## src/hdl/pmc_pkg.sv

```systemverilog
/*
 Package for the power mode controller: register offsets, field
 positions, reset values, timing counts, mode encodings, carrier structs.
 Assumes a 125 MHz APB clock and 32-bit data.
*/
// Summary of operation
// - Five modes: normal, idle, stop, suspend, sleep
// - Idle entered after idle-setting write completes
// - Idle keeps state; peripherals keep running
// - Idle ends on enabled interrupt or reset
// - Interrupt clears idle bit, CPU resumes
// - Reset ending idle restarts core at zero
// - Watchdog reset ends idle when enabled
// - Stop entered after stop-setting write completes
// - Stop halts CPU and precision oscillator
// - Stop exits only by reset, restart zero
// - Missing clock reset ends stop when enabled
// - Suspend gates clock, oscillators off, wake resumes
// - Sleep gates supply; comparator wake two-cell only
// - Wake flags read zero two clocks after wake
// - Reset pin fall always wakes suspend or sleep; stay awake
package pmc_pkg;
   localparam logic [7:0] PMC_OFS_PCTL = 8'h00;
   localparam logic [7:0] PMC_OFS_WCFG = 8'h04;
   localparam logic [7:0] PMC_OFS_MODE = 8'h08;
   localparam logic [7:0] PMC_OFS_IST = 8'h0C;
   localparam logic [7:0] PMC_OFS_IMSK = 8'h10;
   localparam int PMC_BIT_IDLE = 0;
   localparam int PMC_BIT_STOP = 1;
   localparam int PMC_BIT_SUSP = 6;
   localparam int PMC_BIT_SLEEP = 7;
   localparam logic [3:0] PMC_WEN_RESET = 4'h0;
   localparam logic [4:0] PMC_IRQ_RESET = 5'h00;
   localparam int PMC_FLAG_HOLD_CYC = 2;
   localparam int PMC_CLK_MHZ = 125;
   localparam int PMC_RSTPIN_NS = 15000;
   localparam int PMC_RSTPIN_CYC = (PMC_RSTPIN_NS * PMC_CLK_MHZ + 999) / 1000 + 1;
   typedef enum logic [4:0] {
      PMC_NORMAL = 5'b0_0001,
      PMC_IDLE = 5'b0_0010,
      PMC_STOP = 5'b0_0100,
      PMC_SUSPEND = 5'b0_1000,
      PMC_SLEEP = 5'b1_0000
   } pmc_mode_type;
   typedef struct packed {
      logic rtc_fail;
      logic rtc_alarm;
      logic port_match;
      logic wake_comparator;
   } pmc_wake_type;
   typedef struct packed {
      logic cpu_halt;
      logic precision_osc_off;
      logic sysclk_gate;
      logic all_osc_off;
      logic supply_gate;
   } pmc_ctl_type;
endpackage

```

## src/hdl/pmc_top.sv

```systemverilog
/*
 Power mode controller: APB slave holding power control, wake config,
 mode, interrupt status and mask registers, and the five-state mode FSM.
 Assumes APB master on pclk; wake sources and reset pin are asynchronous
 and are double-registered before use; CPU pulses are synchronous.
*/
`timescale 1ns/1ps
module pmc_top (
   input wire logic pclk,
   input wire logic presetn,
   input wire logic psel,
   input wire logic penable,
   input wire logic pwrite,
   input wire logic [7:0] paddr,
   input wire logic [31:0] pwdata,
   output logic [31:0] prdata,
   output logic pready,
   output logic pslverr,
   input wire logic instr_done,
   input wire logic enabled_irq,
   input wire logic int_reset,
   input wire logic two_cell_mode,
   input wire logic rst_pin_n,
   input wire pmc_pkg::pmc_wake_type wake_in,
   output pmc_pkg::pmc_ctl_type ctl_out,
   output logic resume_irq,
   output logic restart_zero,
   output logic wake_req,
   output logic irq
);
   import pmc_pkg::*;

   pmc_mode_type mode_reg, mode_next;
   logic [1:0] pctl_reg;
   logic [1:0] pend_reg;
   logic [1:0] wsusp_reg;
   logic [3:0] wen_reg;
   logic [3:0] wflag_reg;
   logic [4:0] ist_reg;
   logic [4:0] imsk_reg;
   logic [1:0] hold_reg;
   logic [3:0] wk_s1_reg, wk_s2_reg, wk_s3_reg;
   logic rp_s1_reg, rp_s2_reg, rp_s3_reg;
   logic resume_reg, restart_reg, wake_req_reg, irq_reg;
   pmc_ctl_type ctl_reg;
   logic [31:0] prdata_reg;
   logic pslverr_reg;

   // Address decode for APB
   function automatic logic hit(input logic [7:0] a, input logic [7:0] o);
      return a == o;
   endfunction
   wire acc = psel && penable;
   wire wr = acc && pwrite;
   wire sel_pctl = hit(paddr, PMC_OFS_PCTL);
   wire sel_wcfg = hit(paddr, PMC_OFS_WCFG);
   wire sel_mode = hit(paddr, PMC_OFS_MODE);
   wire sel_ist = hit(paddr, PMC_OFS_IST);
   wire sel_imsk = hit(paddr, PMC_OFS_IMSK);
   wire mapped = sel_pctl | sel_wcfg | sel_mode | sel_ist | sel_imsk;

   // Synchronised wake sources and reset pin falling edge
   wire [3:0] wk_rise = wk_s2_reg & ~wk_s3_reg;
   wire rp_fall = ~rp_s2_reg & rp_s3_reg;
   // Comparator wake only valid with a two-cell supply in sleep
   wire cmp_ok = (mode_reg != PMC_SLEEP) || two_cell_mode;
   wire [3:0] wk_en_hit = wk_rise & wen_reg & {3'b111, cmp_ok};
   wire low_wake = (|wk_en_hit) || rp_fall;
   wire in_low = (mode_reg == PMC_SUSPEND) || (mode_reg == PMC_SLEEP);

   // Write to power control stays pending until the instruction ends
   wire pctl_wr = wr && sel_pctl;
   wire [1:0] pctl_req = pctl_wr ? pwdata[PMC_BIT_STOP:PMC_BIT_IDLE] : pend_reg;
   wire [1:0] wcfg_req = (wr && sel_wcfg) ? pwdata[PMC_BIT_SLEEP:PMC_BIT_SUSP] : wsusp_reg;
   wire any_reset = int_reset;

   // Mode transitions
   always_comb begin
      mode_next = mode_reg;
      case (mode_reg)
         PMC_NORMAL: begin
            if (instr_done && pctl_req[1]) begin
               mode_next = PMC_STOP;
            end else if (instr_done && pctl_req[0]) begin
               mode_next = PMC_IDLE;
            end else if (instr_done && wcfg_req[1]) begin
               mode_next = PMC_SLEEP;
            end else if (instr_done && wcfg_req[0]) begin
               mode_next = PMC_SUSPEND;
            end
         end
         PMC_IDLE: begin
            if (any_reset || enabled_irq) begin
               mode_next = PMC_NORMAL;
            end
         end
         PMC_STOP: begin
            if (any_reset) begin
               mode_next = PMC_NORMAL;
            end
         end
         PMC_SUSPEND, PMC_SLEEP: begin
            if (low_wake || any_reset) begin
               mode_next = PMC_NORMAL;
            end
         end
         default: mode_next = PMC_NORMAL;
      endcase
   end

   wire leaving_low = in_low && (mode_next == PMC_NORMAL);
   wire enter_any = (mode_reg == PMC_NORMAL) && (mode_next != PMC_NORMAL);
   // Events: 0 idle exit, 1 stop exit, 2 low wake, 3 pin edge, 4 entry
   wire [4:0] ev = {enter_any, rp_fall, leaving_low,
                    (mode_reg == PMC_STOP) && any_reset,
                    (mode_reg == PMC_IDLE) && (mode_next == PMC_NORMAL)};
   wire [4:0] ist_clr = (wr && sel_ist) ? pwdata[4:0] : 5'h00;

   // Controls derived from next mode so outputs are registered
   pmc_ctl_type ctl_next;
   assign ctl_next.cpu_halt = mode_next != PMC_NORMAL;
   assign ctl_next.precision_osc_off = mode_next == PMC_STOP;
   assign ctl_next.sysclk_gate = (mode_next == PMC_SUSPEND) || (mode_next == PMC_SLEEP);
   assign ctl_next.all_osc_off = (mode_next == PMC_SUSPEND) || (mode_next == PMC_SLEEP);
   assign ctl_next.supply_gate = mode_next == PMC_SLEEP;

   // Read mux; wake flags masked during the settle window
   wire [3:0] flag_vis = (hold_reg != 2'd0) ? 4'h0 : wflag_reg;
   wire [31:0] rd_mux =
      sel_pctl ? {30'h0, pctl_reg} :
      sel_wcfg ? {24'h0, wsusp_reg, 2'b00, flag_vis} :
      sel_mode ? {27'h0, mode_reg} :
      sel_ist ? {27'h0, ist_reg} :
      sel_imsk ? {27'h0, imsk_reg} : 32'h0000_0000;

   // Input synchronisers; first stage feeds only the second
   always_ff @(posedge pclk or negedge presetn) begin
      if (!presetn) begin
         wk_s1_reg <= 4'h0;
         wk_s2_reg <= 4'h0;
         wk_s3_reg <= 4'h0;
         rp_s1_reg <= 1'b1;
         rp_s2_reg <= 1'b1;
         rp_s3_reg <= 1'b1;
      end else begin
         wk_s1_reg <= wake_in;
         wk_s2_reg <= wk_s1_reg;
         wk_s3_reg <= wk_s2_reg;
         rp_s1_reg <= rst_pin_n;
         rp_s2_reg <= rp_s1_reg;
         rp_s3_reg <= rp_s2_reg;
      end
   end

   // Mode state and mode-select bits
   always_ff @(posedge pclk or negedge presetn) begin
      if (!presetn) begin
         mode_reg <= PMC_NORMAL;
         pctl_reg <= 2'b00;
         pend_reg <= 2'b00;
         wsusp_reg <= 2'b00;
      end else begin
         mode_reg <= mode_next;
         if (any_reset) begin
            pctl_reg <= 2'b00;
            pend_reg <= 2'b00;
            wsusp_reg <= 2'b00;
         end else if (mode_reg == PMC_IDLE && enabled_irq) begin
            pctl_reg <= 2'b00;
         end else if (leaving_low) begin
            wsusp_reg <= 2'b00;
         end else begin
            if (pctl_wr) begin
               pctl_reg <= pwdata[PMC_BIT_STOP:PMC_BIT_IDLE];
            end
            pend_reg <= (mode_reg == PMC_NORMAL && instr_done) ? 2'b00 : pctl_req;
            wsusp_reg <= (mode_reg == PMC_NORMAL && instr_done) ? 2'b00 : wcfg_req;
         end
      end
   end

   // Wake enables, flags and settle counter
   always_ff @(posedge pclk or negedge presetn) begin
      if (!presetn) begin
         wen_reg <= PMC_WEN_RESET;
         wflag_reg <= 4'h0;
         hold_reg <= 2'd0;
      end else begin
         if (wr && sel_wcfg) begin
            wen_reg <= pwdata[3:0];
            wflag_reg <= wk_rise;
         end else if (leaving_low) begin
            wen_reg <= 4'h0;
            wflag_reg <= wflag_reg | wk_rise;
         end else begin
            wflag_reg <= wflag_reg | wk_rise;
         end
         hold_reg <= leaving_low ? 2'(PMC_FLAG_HOLD_CYC) :
                     (hold_reg != 2'd0) ? hold_reg - 2'd1 : 2'd0;
      end
   end

   // Interrupt status: set beats clear
   always_ff @(posedge pclk or negedge presetn) begin
      if (!presetn) begin
         ist_reg <= PMC_IRQ_RESET;
         imsk_reg <= PMC_IRQ_RESET;
         irq_reg <= 1'b0;
      end else begin
         ist_reg <= (ist_reg & ~ist_clr) | ev;
         if (wr && sel_imsk) begin
            imsk_reg <= pwdata[4:0];
         end
         irq_reg <= |(((ist_reg & ~ist_clr) | ev) & ((wr && sel_imsk) ? pwdata[4:0] : imsk_reg));
      end
   end

   // Registered outputs and APB answer, zero wait states
   always_ff @(posedge pclk or negedge presetn) begin
      if (!presetn) begin
         ctl_reg <= '0;
         resume_reg <= 1'b0;
         restart_reg <= 1'b0;
         wake_req_reg <= 1'b1;
         prdata_reg <= 32'h0000_0000;
         pslverr_reg <= 1'b0;
      end else begin
         ctl_reg <= ctl_next;
         resume_reg <= (mode_reg != PMC_NORMAL) && (mode_next == PMC_NORMAL) && !any_reset;
         restart_reg <= any_reset && (mode_reg != PMC_NORMAL);
         wake_req_reg <= !((mode_next == PMC_SLEEP));
         prdata_reg <= (psel && !penable && !pwrite) ? rd_mux : prdata_reg;
         pslverr_reg <= psel && !penable && !mapped;
      end
   end

   assign pready = 1'b1;
   assign prdata = prdata_reg;
   assign pslverr = pslverr_reg;
   assign ctl_out = ctl_reg;
   assign resume_irq = resume_reg;
   assign restart_zero = restart_reg;
   assign wake_req = wake_req_reg;
   assign irq = irq_reg;

   // Checks
   AST_STOP_WINS: assert property (@(posedge pclk) disable iff (!presetn)
      (mode_reg == PMC_NORMAL && instr_done && pctl_req == 2'b11 && !any_reset)
      |=> mode_reg == PMC_STOP) else $error("stop did not take precedence");
   AST_IDLE_ENTRY: assert property (@(posedge pclk) disable iff (!presetn)
      (mode_reg == PMC_NORMAL && instr_done && pctl_req == 2'b01)
      |=> mode_reg == PMC_IDLE && ctl_out.cpu_halt) else $error("idle not entered");
   AST_IDLE_HOLD: assert property (@(posedge pclk) disable iff (!presetn)
      (mode_reg == PMC_IDLE && !enabled_irq && !any_reset) |=> mode_reg == PMC_IDLE)
      else $error("idle left without cause");
   AST_IDLE_IRQ: assert property (@(posedge pclk) disable iff (!presetn)
      (mode_reg == PMC_IDLE && enabled_irq && !any_reset)
      |=> pctl_reg == 2'b00 && resume_irq) else $error("idle bit not cleared");
   AST_STOP_ONLY_RESET: assert property (@(posedge pclk) disable iff (!presetn)
      (mode_reg == PMC_STOP && !any_reset) |=> mode_reg == PMC_STOP)
      else $error("stop left without reset");
   AST_STOP_RESTART: assert property (@(posedge pclk) disable iff (!presetn)
      (mode_reg == PMC_STOP && any_reset) |=> restart_zero && mode_reg == PMC_NORMAL)
      else $error("stop reset not restarting");
   AST_FLAG_ZERO: assert property (@(posedge pclk) disable iff (!presetn)
      leaving_low |=> (flag_vis == 4'h0) [*2]) else $error("flags visible too early");
   AST_PIN_WAKE: assert property (@(posedge pclk) disable iff (!presetn)
      (in_low && rp_fall) |=> mode_reg == PMC_NORMAL && !ctl_out.sysclk_gate)
      else $error("pin edge did not wake");
   AST_STOP_OSC: assert property (@(posedge pclk) disable iff (!presetn)
      (mode_reg == PMC_STOP) |-> ctl_out.precision_osc_off && ctl_out.cpu_halt)
      else $error("oscillator running in stop");
   COV_IDLE: cover property (@(posedge pclk) mode_reg == PMC_IDLE ##[1:20] mode_reg == PMC_NORMAL);
   COV_STOP: cover property (@(posedge pclk) mode_reg == PMC_STOP ##[1:20] restart_zero);
   COV_SLEEP: cover property (@(posedge pclk) mode_reg == PMC_SLEEP ##[1:50] resume_irq);
endmodule

```

## config.mk

```make
export PLATFORM = sky130hd
export DESIGN_NAME = pmc_top
export DESIGN_NICKNAME = d
export VERILOG_FILES = /design/src/hdl/pmc_pkg.sv /design/src/hdl/pmc_top.sv
export SDC_FILE = /design/constraint.sdc
export NUM_CORES = 1
export LEC_CHECK = 0
export BUFFER_PORTS_ARGS = -buffer_cell sky130_fd_sc_hd__buf_2
export CAP_MARGIN = 20
export CORE_ASPECT_RATIO = 0.8
export CORE_MARGIN = 8
export CORE_UTILIZATION = 46
export CTS_CLUSTER_DIAMETER = 30
export DETAILED_ROUTE_END_ITERATION = 10
export PLACE_DENSITY = 0.87
export SYNTH_ARGS = -nofsm -noshare
export SYNTH_HDL_FRONTEND = slang
export SYNTH_SLANG_ARGS = --single-unit
```

## constraint.sdc

```tcl
create_clock -name pclk -period 2.1 [get_ports pclk]
set_input_delay 0.315 -clock pclk [delete_from_list [all_inputs] [get_ports pclk]]
set_output_delay 0.315 -clock pclk [all_outputs]
set_load 0.02 [all_outputs]
```

==> summary.md <==
| Metric | Value |
|---|---|
| Status | finished with violations |
| Failing checks | setup timing |
| Critical path data required time | 2.33 ns |
| Setup Skew | 0.0126 ns |
| Crit end category | flop |
| Unrepaired setup endpoints after global routing | yes |
| Syn Area/Cell | 10.7 sq um |
| Post-synthesis cell type count | 58 |
| Power per cell area | 706 nW/um^2 |
| DIE HEIGHT | 88.6 um |
| CP endpoint | irq |
| I/O pins | 97 |
| Die area | 9450 sq um |
| Fin Setup TNS | -0.707 ns |
| Clock Sink Count | 62 |
| Flop pwr share | 45.1% |
| Cell Area, Synth | 3030 sq um |
| Sequential fraction of the synthesis area | 51.5% |
| RR Endpoint | irq |
| Non-filler cells in the finished layout | 466 |
| Worst IR Drop VDD | 0.541 mV |
| DRT antenna net count | 0 |
| Tightest Pin Transition | 0.640 ns |
| Gpl congestion | 0.924 |
| Syn-to-layout area delta | 30.9% |
| Fillcell total | 541 |
| F_max | 449 MHz |
| Slowest cell on crit path | or4_4 |
| Worst path max stage delay | 0.59 ns |
| Max Slew Vio Count | 0 |
| Largest net degree at the start of global routing | 38 |
| Flops & latches, synth | 62 |
| Clock Power Share | 38.9% |
| Crit Path Class | in -> reg |
| Max FFs per register | 7 |
| DRT Pass-1 Iters | 4 |
| Starting Density | 47.5% |
| Final hold vios | 0 |
| Dpl hpwl | 6.08 mm |
| Commonest cells after routing, fill and taps aside | dfrtp_1 (57), buf_4 (44), buf_2 (43), nand2_1 (37), conb_1 (26) |
| DRC viols | 0 |
| Combinational Power Share | 16.0% |
| Number of synthesized flops with an enable pin | 0 |
| Initial antenna violation count | 0 |
| FP Rows | 26 |
| Pre-CTS setup slack | -0.437 ns |
| Main synth FF type | dfrtp_1 |
| Critical path cell sequence | buf_6, or4_4, o41a_1, a221o_1, nor2_8, nand3_2, a311o_1 |
| Sw power | 0.000800 W |
| Placed cell count | 440 |
| R2R depth | 6 |
| Clk_lat worst skew | 0.36 ns |
| Static leakage | 1.90 nW |
| Number of max-cap violations | 0 |
| Post-synth ARST share | 100% |
| Mapped Cells | 283 |
| Root buffer selected by CTS | clkbuf_8 |
| # nets final | 431 |
| Grt total ovfl | 0 |
| Worst-path clk slew | 0.08 ns |
| Slew HR | 57.3% |
| WL final | 8.05 mm |
| Period utilization | 106% |
| Die width | 107 um |
| Core Area | 6380 sq um |
| Internal power | 0.00200 W |
| Sw frac | 28.6% |
| Inserted Clock Buffers | 9 |
| CTS tree | done |
| # setup viols final | 15 |
| Global-route wire length before repair | 12.2 mm |
| Minimum clock period | 2.23 ns |
| Crit path launch type | input port |
| Fraction of layout instances using a drive strength above 1 | 40.1% |
| Vias | 2472 |
| Clk buf depth | 2 |
| Reg2reg setup slack | -0.12 ns |
| # diodes | 0 |
| Post-route setup slack | -0.127 ns |
| Hold Path Class | in -> reg |
| Port bufs | 45 |
| Fin util | 62.1% |
| DR vias/cell | 5.30 |
| Htree depth | 3 |
| Critical path origin | paddr[0] |
| Most common cell after layout, fill and taps aside | dfrtp_1 |
| Critical path peak fanout | 6 |
| All-Layer GR Usage | 16.9% |
| Reg2Reg Launch Point | mode_reg[1] |
| Vias in the first global route | 2478 |
| WL/cell | 17.3 um |
| DRT iter0 DRCs | 156 |
| Synth warn | 0 |
| WP data arrival | 2.46 ns |
## routing by layer
layer  vias up  GRT usage (%)  share of wire (%)
met5         -              0                  0
met4         0           6.50                1.2
met3        10           6.70                9.7
met2       106           27.2                 47
met1      1207           20.1                 42
li1       1149              -                  -
## through the flow
| step | power [W] | hold WS [ns] | area [sq um] |
|---|---|---|---|
| final | 0.00280 | 0.0479 | 3960 |
| after detailed placement | 0.00166 | 0.340 | 3550 |
| after floorplan | 0.00153 | 0.0194 | 3160 |
| after global routing | 0.00291 | 0.0322 | 3960 |
| after global placement | 0.00165 | 0.332 | 3550 |
| after CTS | 0.00277 | 0.0348 | 3820 |
## layout make-up
cell class	count	area [sq um]	area share, %
clock buffer	9	124	3.13
clock inverter	7	81.3	2.05
inverter	4	15.0	0.379
multi-input combinational	203	1410	35.7
sequential	62	1560	39.3
tap	84	105	2.65
timing repair buffer	97	666	16.8
## cells in the mapped netlist (5+ instances only)
cell | instances | area (sq um)
dfrtp_1 | 57 | 1430
nand2_1 | 37 | 139
buf_4 | 27 | 203
nor2_1 | 11 | 41.3
a21oi_1 | 10 | 50.1
nor3_1 | 10 | 50.1
a22o_1 | 9 | 78.8
mux2_2 | 9 | 101
clkbuf_1 | 7 | 26.3
nand2b_1 | 7 | 43.8
nand3_1 | 7 | 35.0
o21ai_0 | 7 | 35.0
dfstp_2 | 5 | 131
nor2b_1 | 5 | 31.3
## kinds of logic (layout without fill, tap and decap cells)
kind of cell,after synthesis,after routing,synth area share [%]
xor+xnor,1,1,0.289
flops,62,62,51.5
simple gates,106,106,19.9
mux,13,13,4.67
other cells,2,26,0.248
compound gates,57,57,14.6
buf+inv,42,117,8.89
## power groups by stage
stage / combinational [W] / clock (W) / sequential (W)
after global placement: 0.000370 / 0 / 0.00128
after global routing: 0.000482 / 0.00116 / 0.00127
after floorplan: 0.000228 / 0 / 0.00131
after CTS: 0.000398 / 0.00111 / 0.00126
final: 0.000446 / 0.00109 / 0.00126
after detailed placement: 0.000378 / 0 / 0.00128
## how the worst min path moves through the flow
stage	from	endpoint	slack [ns]	cells after the start
after CTS	rst_pin_n	rp_s1_reg	0.03	1
after global routing	rst_pin_n	rp_s1_reg	0.03	1
after global placement	wk_s1_reg[2]	wk_s2_reg[2]	0.33	0
after detailed placement	wk_s1_reg[0]	wk_s2_reg[0]	0.34	0
after floorplan	presetn	ctl_out[0]	0.02	0
final	rst_pin_n	rp_s1_reg	0.05	1
## critical path: cells and delay by family
kind            cells  cell delay [ns]
buf+inv             1             0.09
compound gates      3             1.21
simple gates        3             0.85
## repair_timing
action,CTS,global route
endpoints found under the hold margin,23,0
hold buffers,1,0
buffers inserted,3,6
setup endpoints to repair,5,15
pin swaps,5,17
gates resized for setup,4,19
Note: power is estimated with default switching activity, not from simulation.
